--- config.mk ---
export PLATFORM = sky130hd
export DESIGN_NAME = mcsd_top
export DESIGN_NICKNAME = d
export VERILOG_FILES = /design/src/hdl/mcsd_pkg.sv /design/src/hdl/mcsd_top.sv /design/src/hdl/mcsd_cmd_decode.sv
export SDC_FILE = /design/constraint.sdc
export NUM_CORES = 1
export LEC_CHECK = 0
export BUFFER_PORTS_ARGS = -buffer_cell sky130_fd_sc_hd__buf_4
export CAP_MARGIN = 20
export CORE_MARGIN = 2
export CORE_UTILIZATION = 45
export DETAILED_ROUTE_END_ITERATION = 7
export GPL_ROUTABILITY_DRIVEN = 0
export PLACE_DENSITY = 0.82
export SYNTH_ARGS = -nofsm -noshare
export SYNTH_HDL_FRONTEND = slang
export SYNTH_SLANG_ARGS = --single-unit
--- constraint.sdc ---
create_clock -name core_clk -period 1.85 [get_ports core_clk]
set_clock_uncertainty 0.1 [all_clocks]
set_input_delay 0.37 -clock core_clk [delete_from_list [all_inputs] [get_ports core_clk]]
set_output_delay 0.37 -clock core_clk [all_outputs]
set_load 0.02 [all_outputs]
--- src/hdl/mcsd_pkg.sv ---
// Package with offsets, fields, codes and types of the probe channel select decoder.
package mcsd_pkg;

    // ==========================================================
    // Register bus map
    localparam int unsigned  ADDR_W      = 8;
    localparam logic [7:0]   OFS_CMD     = 8'h00;
    localparam logic [7:0]   OFS_CTRL    = 8'h04;
    localparam logic [7:0]   OFS_STAT    = 8'h08;
    localparam logic [1:0]   RESP_OKAY   = 2'h0;
    localparam logic [1:0]   RESP_SLVERR = 2'h2;

    // ==========================================================
    // Command word layout
    localparam int unsigned  CMD_W          = 20;
    localparam int unsigned  CMD_SEL_HI_POS = 19;
    localparam int unsigned  CMD_SEL_LO_POS = 18;
    localparam int unsigned  CMD_FA_LSB     = 14;
    localparam int unsigned  CMD_FA_W       = 4;
    localparam int unsigned  CMD_DATA_W     = 14;
    localparam logic [3:0]   FA_MON_SELECT  = 4'hA;
    localparam logic [3:0]   FA_CTRL_WRITE  = 4'hC;

    // ==========================================================
    // Probe source codes
    localparam int unsigned  SRC_W          = 6;
    localparam int unsigned  SRC_WIDE_LSB   = 8;
    localparam int unsigned  SRC_NARROW_LSB = 6;
    localparam logic [5:0]   SRC_EXT_A      = 6'h24;
    localparam logic [5:0]   SRC_EXT_B      = 6'h25;
    localparam logic [5:0]   SRC_HIZ        = 6'h3F;

    // ==========================================================
    // Control register and status layout
    localparam logic [13:0]  CTRL_RESET        = 14'h2000;
    localparam int unsigned  CTRL_PROBE_EN_POS = 9;
    localparam int unsigned  STAT_ROUTE_LSB    = 8;
    localparam int unsigned  STAT_OE_POS       = 10;
    localparam int unsigned  STAT_EN_POS       = 11;

    typedef enum logic [1:0] {
        ROUTE_HIZ   = 2'h0,
        ROUTE_CHAN  = 2'h1,
        ROUTE_EXT_A = 2'h3,
        ROUTE_EXT_B = 2'h2
    } mcsd_route_t;

    typedef enum logic {
        WR_IDLE = 1'h0,
        WR_RESP = 1'h1
    } mcsd_wr_state_t;

    // Unassigned codes fall to high impedance so the pin never shows a stray node.
    function automatic mcsd_route_t mcsd_route_f(input logic [5:0] code, input int unsigned chans);
        mcsd_route_t r;
        r = ROUTE_HIZ;
        if (32'(code) < chans) begin
            r = ROUTE_CHAN;
        end else if (code == SRC_EXT_A) begin
            r = ROUTE_EXT_A;
        end else if (code == SRC_EXT_B) begin
            r = ROUTE_EXT_B;
        end
        return r;
    endfunction

    // Byte lanes without a strobe are taken as zero.
    function automatic logic [31:0] mcsd_strb_f(input logic [31:0] d, input logic [3:0] s);
        logic [31:0] m;
        m = '0;
        for (int i = 0; i < 4; i++) begin
            m[8*i +: 8] = s[i] ? d[8*i +: 8] : 8'h00;
        end
        return m;
    endfunction

endpackage

--- src/hdl/mcsd_top.sv ---
// Probe channel select decoder with its register bus slave and probe routing outputs.
//
// Register access over AXI4-Lite and the register offsets were left to the implementer.
`timescale 1ns/1ps

// Operation
// - Monitor select: select bits zero, function 1010.
// - Wide variant takes code from bits 13..8.
// - Narrow variant takes code from bits 11..6.
// - Codes below channel count route that channel.
// - Codes 100100 and 100101 route external inputs.
// - Code 63 puts the probe pin high-Z.
// - Function 1100 loads bits 13..0 into control.
// - Probe enable clear keeps the pin high-Z.
// - Special functions need both select bits zero.
module mcsd_top #(
    parameter int unsigned DATA_BITS = 14,
    parameter int unsigned CHANNELS  = 16
) (
    input  wire logic                         core_clk,
    input  wire logic                         sys_rst,
    input  wire logic                         ce,
    input  wire logic [mcsd_pkg::ADDR_W-1:0]  s_axi_awaddr,
    input  wire logic                         s_axi_awvalid,
    output logic                              s_axi_awready,
    input  wire logic [31:0]                  s_axi_wdata,
    input  wire logic [3:0]                   s_axi_wstrb,
    input  wire logic                         s_axi_wvalid,
    output logic                              s_axi_wready,
    output logic [1:0]                        s_axi_bresp,
    output logic                              s_axi_bvalid,
    input  wire logic                         s_axi_bready,
    input  wire logic [mcsd_pkg::ADDR_W-1:0]  s_axi_araddr,
    input  wire logic                         s_axi_arvalid,
    output logic                              s_axi_arready,
    output logic [31:0]                       s_axi_rdata,
    output logic [1:0]                        s_axi_rresp,
    output logic                              s_axi_rvalid,
    input  wire logic                         s_axi_rready,
    output logic [3:0]                        probe_chan_sel,
    output logic                              probe_chan_en,
    output logic                              probe_ext_a_en,
    output logic                              probe_ext_b_en,
    output logic                              probe_output_oe
);
    import mcsd_pkg::*;

    // ==========================================================
    // Declarations
    mcsd_wr_state_t              wr_state_q;
    logic                        aw_got_q;
    logic                        w_got_q;
    logic [ADDR_W-1:0]           awaddr_q;
    logic [31:0]                 wdata_q;
    logic [1:0]                  bresp_q;
    logic                        rvalid_q;
    logic [31:0]                 rdata_q;
    logic [1:0]                  rresp_q;
    logic [CMD_W-1:0]            cmd_q;
    logic [CMD_DATA_W-1:0]       ctrl_q;
    logic [SRC_W-1:0]            code_q;
    logic [3:0]                  chan_sel_q;
    logic                        chan_en_q;
    logic                        ext_a_q;
    logic                        ext_b_q;
    logic                        oe_q;
    logic                        wr_fire;
    logic                        wr_is_cmd;
    logic                        cmd_fire;
    logic [CMD_W-1:0]            cmd_word;
    logic                        is_mon_select;
    logic                        is_ctrl_write;
    logic [SRC_W-1:0]            src_code;
    logic [CMD_DATA_W-1:0]       ctrl_data;
    logic                        probe_enable_bit;
    mcsd_route_t                 route;
    logic [31:0]                 rd_word;
    logic                        rd_hit;

    // ==========================================================
    // Write channels
    // Ready drops with ce so no handshake is taken while state is frozen.
    assign s_axi_awready = ce && !aw_got_q && (wr_state_q == WR_IDLE);
    assign s_axi_wready  = ce && !w_got_q && (wr_state_q == WR_IDLE);
    assign s_axi_bvalid  = (wr_state_q == WR_RESP);
    assign s_axi_bresp   = bresp_q;

    assign wr_fire   = ce && aw_got_q && w_got_q && (wr_state_q == WR_IDLE);
    assign wr_is_cmd = awaddr_q[ADDR_W-1:2] == OFS_CMD[ADDR_W-1:2];
    assign cmd_fire  = wr_fire && wr_is_cmd;
    assign cmd_word  = wdata_q[CMD_W-1:0];

    always_ff @(posedge core_clk) begin
        if (sys_rst) begin
            aw_got_q <= 1'h0;
            awaddr_q <= '0;
        end else if (ce) begin
            if (s_axi_awvalid && s_axi_awready) begin
                aw_got_q <= 1'h1;
                awaddr_q <= s_axi_awaddr;
            end else if (wr_fire) begin
                aw_got_q <= 1'h0;
            end
        end
    end

    always_ff @(posedge core_clk) begin
        if (sys_rst) begin
            w_got_q <= 1'h0;
            wdata_q <= '0;
        end else if (ce) begin
            if (s_axi_wvalid && s_axi_wready) begin
                w_got_q <= 1'h1;
                wdata_q <= mcsd_strb_f(s_axi_wdata, s_axi_wstrb);
            end else if (wr_fire) begin
                w_got_q <= 1'h0;
            end
        end
    end

    always_ff @(posedge core_clk) begin
        if (sys_rst) begin
            wr_state_q <= WR_IDLE;
            bresp_q    <= RESP_OKAY;
        end else if (ce) begin
            unique case (wr_state_q)
                WR_IDLE: begin
                    if (wr_fire) begin
                        wr_state_q <= WR_RESP;
                        bresp_q    <= wr_is_cmd ? RESP_OKAY : RESP_SLVERR;
                    end
                end
                WR_RESP: begin
                    if (s_axi_bready) begin
                        wr_state_q <= WR_IDLE;
                    end
                end
            endcase
        end
    end

    // ==========================================================
    // Command decode and state
    mcsd_cmd_decode #(
        .DATA_BITS (DATA_BITS)
    ) u_decode (
        .cmd_word      (cmd_word),
        .is_mon_select (is_mon_select),
        .is_ctrl_write (is_ctrl_write),
        .src_code      (src_code),
        .ctrl_data     (ctrl_data)
    );

    always_ff @(posedge core_clk) begin
        if (sys_rst) begin
            cmd_q <= '0;
        end else if (ce && cmd_fire) begin
            cmd_q <= cmd_word;
        end
    end

    // Words with a nonzero select bit address channel data and are ignored here.
    always_ff @(posedge core_clk) begin
        if (sys_rst) begin
            ctrl_q <= CTRL_RESET;
        end else if (ce && cmd_fire && is_ctrl_write) begin
            ctrl_q <= ctrl_data;
        end
    end

    // A source chosen while probing is off is kept and takes effect once enabled.
    always_ff @(posedge core_clk) begin
        if (sys_rst) begin
            code_q <= SRC_HIZ;
        end else if (ce && cmd_fire && is_mon_select) begin
            code_q <= src_code;
        end
    end

    // ==========================================================
    // Probe routing
    assign probe_enable_bit = ctrl_q[CTRL_PROBE_EN_POS];
    assign route            = mcsd_route_f(code_q, CHANNELS);

    always_ff @(posedge core_clk) begin
        if (sys_rst) begin
            chan_sel_q <= 4'h0;
            chan_en_q  <= 1'h0;
            ext_a_q    <= 1'h0;
            ext_b_q    <= 1'h0;
            oe_q       <= 1'h0;
        end else if (ce) begin
            chan_sel_q <= code_q[3:0];
            chan_en_q  <= probe_enable_bit && (route == ROUTE_CHAN);
            ext_a_q    <= probe_enable_bit && (route == ROUTE_EXT_A);
            ext_b_q    <= probe_enable_bit && (route == ROUTE_EXT_B);
            oe_q       <= probe_enable_bit && (route != ROUTE_HIZ);
        end
    end

    assign probe_chan_sel  = chan_sel_q;
    assign probe_chan_en   = chan_en_q;
    assign probe_ext_a_en  = ext_a_q;
    assign probe_ext_b_en  = ext_b_q;
    assign probe_output_oe = oe_q;

    // ==========================================================
    // Read channel
    always_comb begin
        rd_word = '0;
        rd_hit  = 1'h1;
        if (s_axi_araddr[ADDR_W-1:2] == OFS_CMD[ADDR_W-1:2]) begin
            rd_word[CMD_W-1:0] = cmd_q;
        end else if (s_axi_araddr[ADDR_W-1:2] == OFS_CTRL[ADDR_W-1:2]) begin
            rd_word[CMD_DATA_W-1:0] = ctrl_q;
        end else if (s_axi_araddr[ADDR_W-1:2] == OFS_STAT[ADDR_W-1:2]) begin
            rd_word[SRC_W-1:0]                = code_q;
            rd_word[STAT_ROUTE_LSB +: 2]      = route;
            rd_word[STAT_OE_POS]              = oe_q;
            rd_word[STAT_EN_POS]              = probe_enable_bit;
        end else begin
            rd_hit = 1'h0;
        end
    end

    assign s_axi_arready = ce && !rvalid_q;
    assign s_axi_rvalid  = rvalid_q;
    assign s_axi_rdata   = rdata_q;
    assign s_axi_rresp   = rresp_q;

    always_ff @(posedge core_clk) begin
        if (sys_rst) begin
            rvalid_q <= 1'h0;
            rdata_q  <= '0;
            rresp_q  <= RESP_OKAY;
        end else if (ce) begin
            if (s_axi_arvalid && s_axi_arready) begin
                rvalid_q <= 1'h1;
                rdata_q  <= rd_word;
                rresp_q  <= rd_hit ? RESP_OKAY : RESP_SLVERR;
            end else if (s_axi_rready) begin
                rvalid_q <= 1'h0;
            end
        end
    end
endmodule // mcsd_top

--- src/hdl/mcsd_cmd_decode.sv ---
// Command word decoder: special function recognition and probe source field extraction.
`timescale 1ns/1ps
module mcsd_cmd_decode #(
    parameter int unsigned DATA_BITS = 14
) (
    input  wire logic [mcsd_pkg::CMD_W-1:0]      cmd_word,
    output logic                                 is_mon_select,
    output logic                                 is_ctrl_write,
    output logic [mcsd_pkg::SRC_W-1:0]           src_code,
    output logic [mcsd_pkg::CMD_DATA_W-1:0]      ctrl_data
);
    import mcsd_pkg::*;

    logic                register_select_hi;
    logic                register_select_lo;
    logic                special_function_command;
    logic [CMD_FA_W-1:0] function_addr;

    assign register_select_hi       = cmd_word[CMD_SEL_HI_POS];
    assign register_select_lo       = cmd_word[CMD_SEL_LO_POS];
    assign special_function_command = !register_select_hi && !register_select_lo;
    assign function_addr            = cmd_word[CMD_FA_LSB +: CMD_FA_W];

    assign is_mon_select = special_function_command && (function_addr == FA_MON_SELECT);
    assign is_ctrl_write = special_function_command && (function_addr == FA_CTRL_WRITE);

    // The narrow variant keeps its code two bits lower in the payload.
    generate
        if (DATA_BITS == 12) begin : g_narrow
            assign src_code = cmd_word[SRC_NARROW_LSB +: SRC_W];
        end else begin : g_wide
            assign src_code = cmd_word[SRC_WIDE_LSB +: SRC_W];
        end
    endgenerate

    assign ctrl_data = cmd_word[CMD_DATA_W-1:0];

endmodule // mcsd_cmd_decode

==> results by group <==
Status
  • Run status: complete, but fails checks
  • Violated checks: negative setup slack

Hold path
  • Worst min-delay path category: in2reg

Clock network
  • Clk Latency, worst-skew pair: between 0.3 and 0.4 ns
  • Max H-tree Level: 3
  • Clock slew at reported path FFs: about 0.09 ns
  • Hold_buf cts: 0
  • Number of clock sinks: 100
  • CTS tree: done
  • CTS root buffer: clkbuf_8
  • CTS Buf Count: 9
  • CTS max path bufs: 2

STA
  • Final worst-path setup slack: -0.161 ns
  • Min Tclk post-route: a little over 2 ns
  • FMAX: roughly 500 MHz
  • Final setup vio count: 40
  • Worst-Margin Slew: around 0.56 ns
  • RSZ-0062 raised after global routing: yes
  • Final hold vios: 0
  • Fin. max-slew vios: 0
  • Fin crit share: 1.09
  • Rel. slew slack: 0.623

Flow run
  • Max Cap Violations: 0

Routing
  • Initial DRC count: around 300
  • Met3 WL post-DR: 789 um
  • 1st-pass router iterations: 4
  • WL/cell: 15.0 um
  • Met2 WL: about 5 mm
  • # DRC: 0
  • Vias post-DR: approximately 3.5k
  • Uppermost layer routed: met4
  • DRT met1 WL: between 4 and 5 mm
  • Antenna-violating nets left: 0
  • Final WL: approximately 10 mm
  • Via density: 5.32

Floorplan
  • Die area: between 0.009 and 0.01 mm^2
  • IO Count: roughly 110
  • Initial core utilization: 0.458
  • Chip Width: between 90 and 100 um
  • CORE AREA: between 0.008 and 0.009 mm^2
  • Chip Height: between 90 and 100 um
  • Number of cell rows: 34

Synthesis
  • Yosys reg bits: 100
  • Ys Warns: 0
  • Synth top area share: 0.506
  • Sequential share of the synthesized area: 0.506
  • Synth unique cells: 32
  • Yosys top cell by area: dfxtp_1
  • Syn avg cell area: between 8 and 9 um^2
  • Synthesized cell area: between 0.003 and 0.004 mm^2
  • Top cells by area, synth: dfxtp_1 51%, mux2i_1 9.1%, nand2_1 8.2%
  • Gate Count Post-Synth: roughly 460

Cells and area
  • Fin nets: 614
  • Number of diodes: 0
  • Area Overhead vs Synth: 27.0%
  • Cell area after layout: between 0.005 and 0.006 mm^2
  • FILL cells: ~750
  • Most frequent cells in the layout: 108 x buf_4, 99 x dfxtp_1, 87 x nand2_1, 61 x a21oi_1, 38 x nor2_1
  • Util after Layout: 0.582
  • Most common cell after layout, fill and taps aside: buf_4
  • Layout cell share with drive strength beyond 1: 0.242

Place
  • Area post-placement: 0.00475 mm^2
  • Port Buffers: 77
  • Final HPWL from detailed placement: around 7.1 mm
  • Placement Setup Slack: -0.203 ns

GRT
  • First-pass GRT wire length: around 16 mm
  • Final global-route overflow total: 0
  • Largest net degree at the start of global routing: 39
  • All-Layer GR Usage: 0.211
  • Number of global-route vias before repair: between 3k and 4k
  • Initial antenna violation count: 0

Pwr
  • Power Total: around 4.1 mW
  • Leak: approximately 2.1 nW
  • Power Density: roughly 820 mW/mm^2
  • Peak supply drop: 0.000465 V

Setup path
  • Worst EP arrival: 2.16 ns
  • CP max-delay cell: or4_4
  • Worst setup EP type: flip-flop
  • CP Launch Type: flip-flop
  • CP Class: reg2reg
  • CP Cell Sequence: or4b_4 > or4_4 > mux2i_1 > nor2_1
  • Crit path max fanout: 8
  • Max stage delay on crit path: ~0.65 ns
  • CP Data Required Time: roughly 2.0 ns
==> area by class of cell <==
type	count	area, um^2	share of cell area
Tap cell	108	135	0.0269
Inverter	3	11.3	0.00224
Multi-Input combinational cell	329	1800	0.358
Sequential cell	100	2000	0.398
Clock buffer	11	151	0.0301
Clock inverter	4	72.6	0.0144
Timing Repair Buffer	111	853	0.170
==> stage by stage <==
step / setup TNS [ns] / cells / hold WS (ns)
finish: -3.30 / 666 / 0.143
global route: -6.51 / 666 / 0.134
detailed placement: -4.98 / 648 / 0.347
CTS: -3.64 / 664 / 0.135
global placement: -2.91 / 648 / 0.341
floorplan: -1.45 / 477 / 0.336
==> critical path: cells and delay by family (launching register included) <==
family	cells	cell delay (ns)
muxes	1	0.21
and+or+nand+nor	3	1.27
DFF	1	0.32
==> sequential cells by signal, summed over array words and instances, names as in the netlist <==
name	flops
s_axi_bvalid	1
s_axi_bresp	1
cmd_q	20
code_q	6
wdata_q	20
probe_output_oe	1
awaddr_q	6
probe_chan_en	1
s_axi_rvalid	1
aw_got_q	1
s_axi_rresp	1
probe_chan_sel	4
w_got_q	1
ctrl_q	14
s_axi_rdata	20
probe_ext_a_en	1
probe_ext_b_en	1
==> final timing paths <==
check,start,end,slack (ns),cells after the start
setup / recovery,wdata_q[15],ctrl_q[8],-0.16,4
hold / removal,s_axi_awaddr[6],awaddr_q[6],0.14,3
setup reg to reg,wdata_q[15],ctrl_q[8],-0.16,4
hold reg to reg,cmd_q[10],cmd_q[10],0.36,2
==> cell families (layout without fill, tap and decap cells) <==
logic type             Yosys count  in the layout  share of synthesized area
AOI/OAI and AO/OA               91             91                      0.126
buffers and inverters           49            129                     0.0626
DFF                            100            100                      0.506
muxes                           36             36                     0.0910
other                            1             14                   0.000947
and+or+nand+nor                187            188                      0.214
==> metal layers <==
metal | vias to the layer above | track usage
li1 | 1730 | -
met5 | - | 0
met3 | 21 | 0.0415
met1 | 1650 | 0.264
met4 | 0 | 0.101
met2 | 141 | 0.353
==> power breakdown <==
part / switching, mW / internal [mW] / leakage, nW / total [mW]
registers: 0.0225 / 2.18 / 0.810 / 2.21
logic: 0.224 / 0.172 / 1.19 / 0.396
clock network: 0.715 / 0.826 / 0.111 / 1.54
==> synth_stat cells (all sizes together) <==
cell type and n:
clkbuf 26, a21oi 61, nor3 11, inv 3, and3b 1, or4b 3
o21ai 17, nand2b 2, or4 4, nand4 2, nand2 87, buf 20
nor4 2, o31ai 1, nand3 26, mux2i 36, dfxtp 100, a22oi 2
nor3b 4, nor2 38, nand4b 2, and2 1, nor2b 2, a211oi 1
nand3b 2, conb 1, a22o 9
==> timing repair <==
item,in CTS,in global routing
endpoints found under the setup margin,40,42
cloned,1,0
pin swaps,2,2
gates resized for setup,5,2
buffers inserted,0,2
Note: power is estimated with default switching activity, not from simulation.
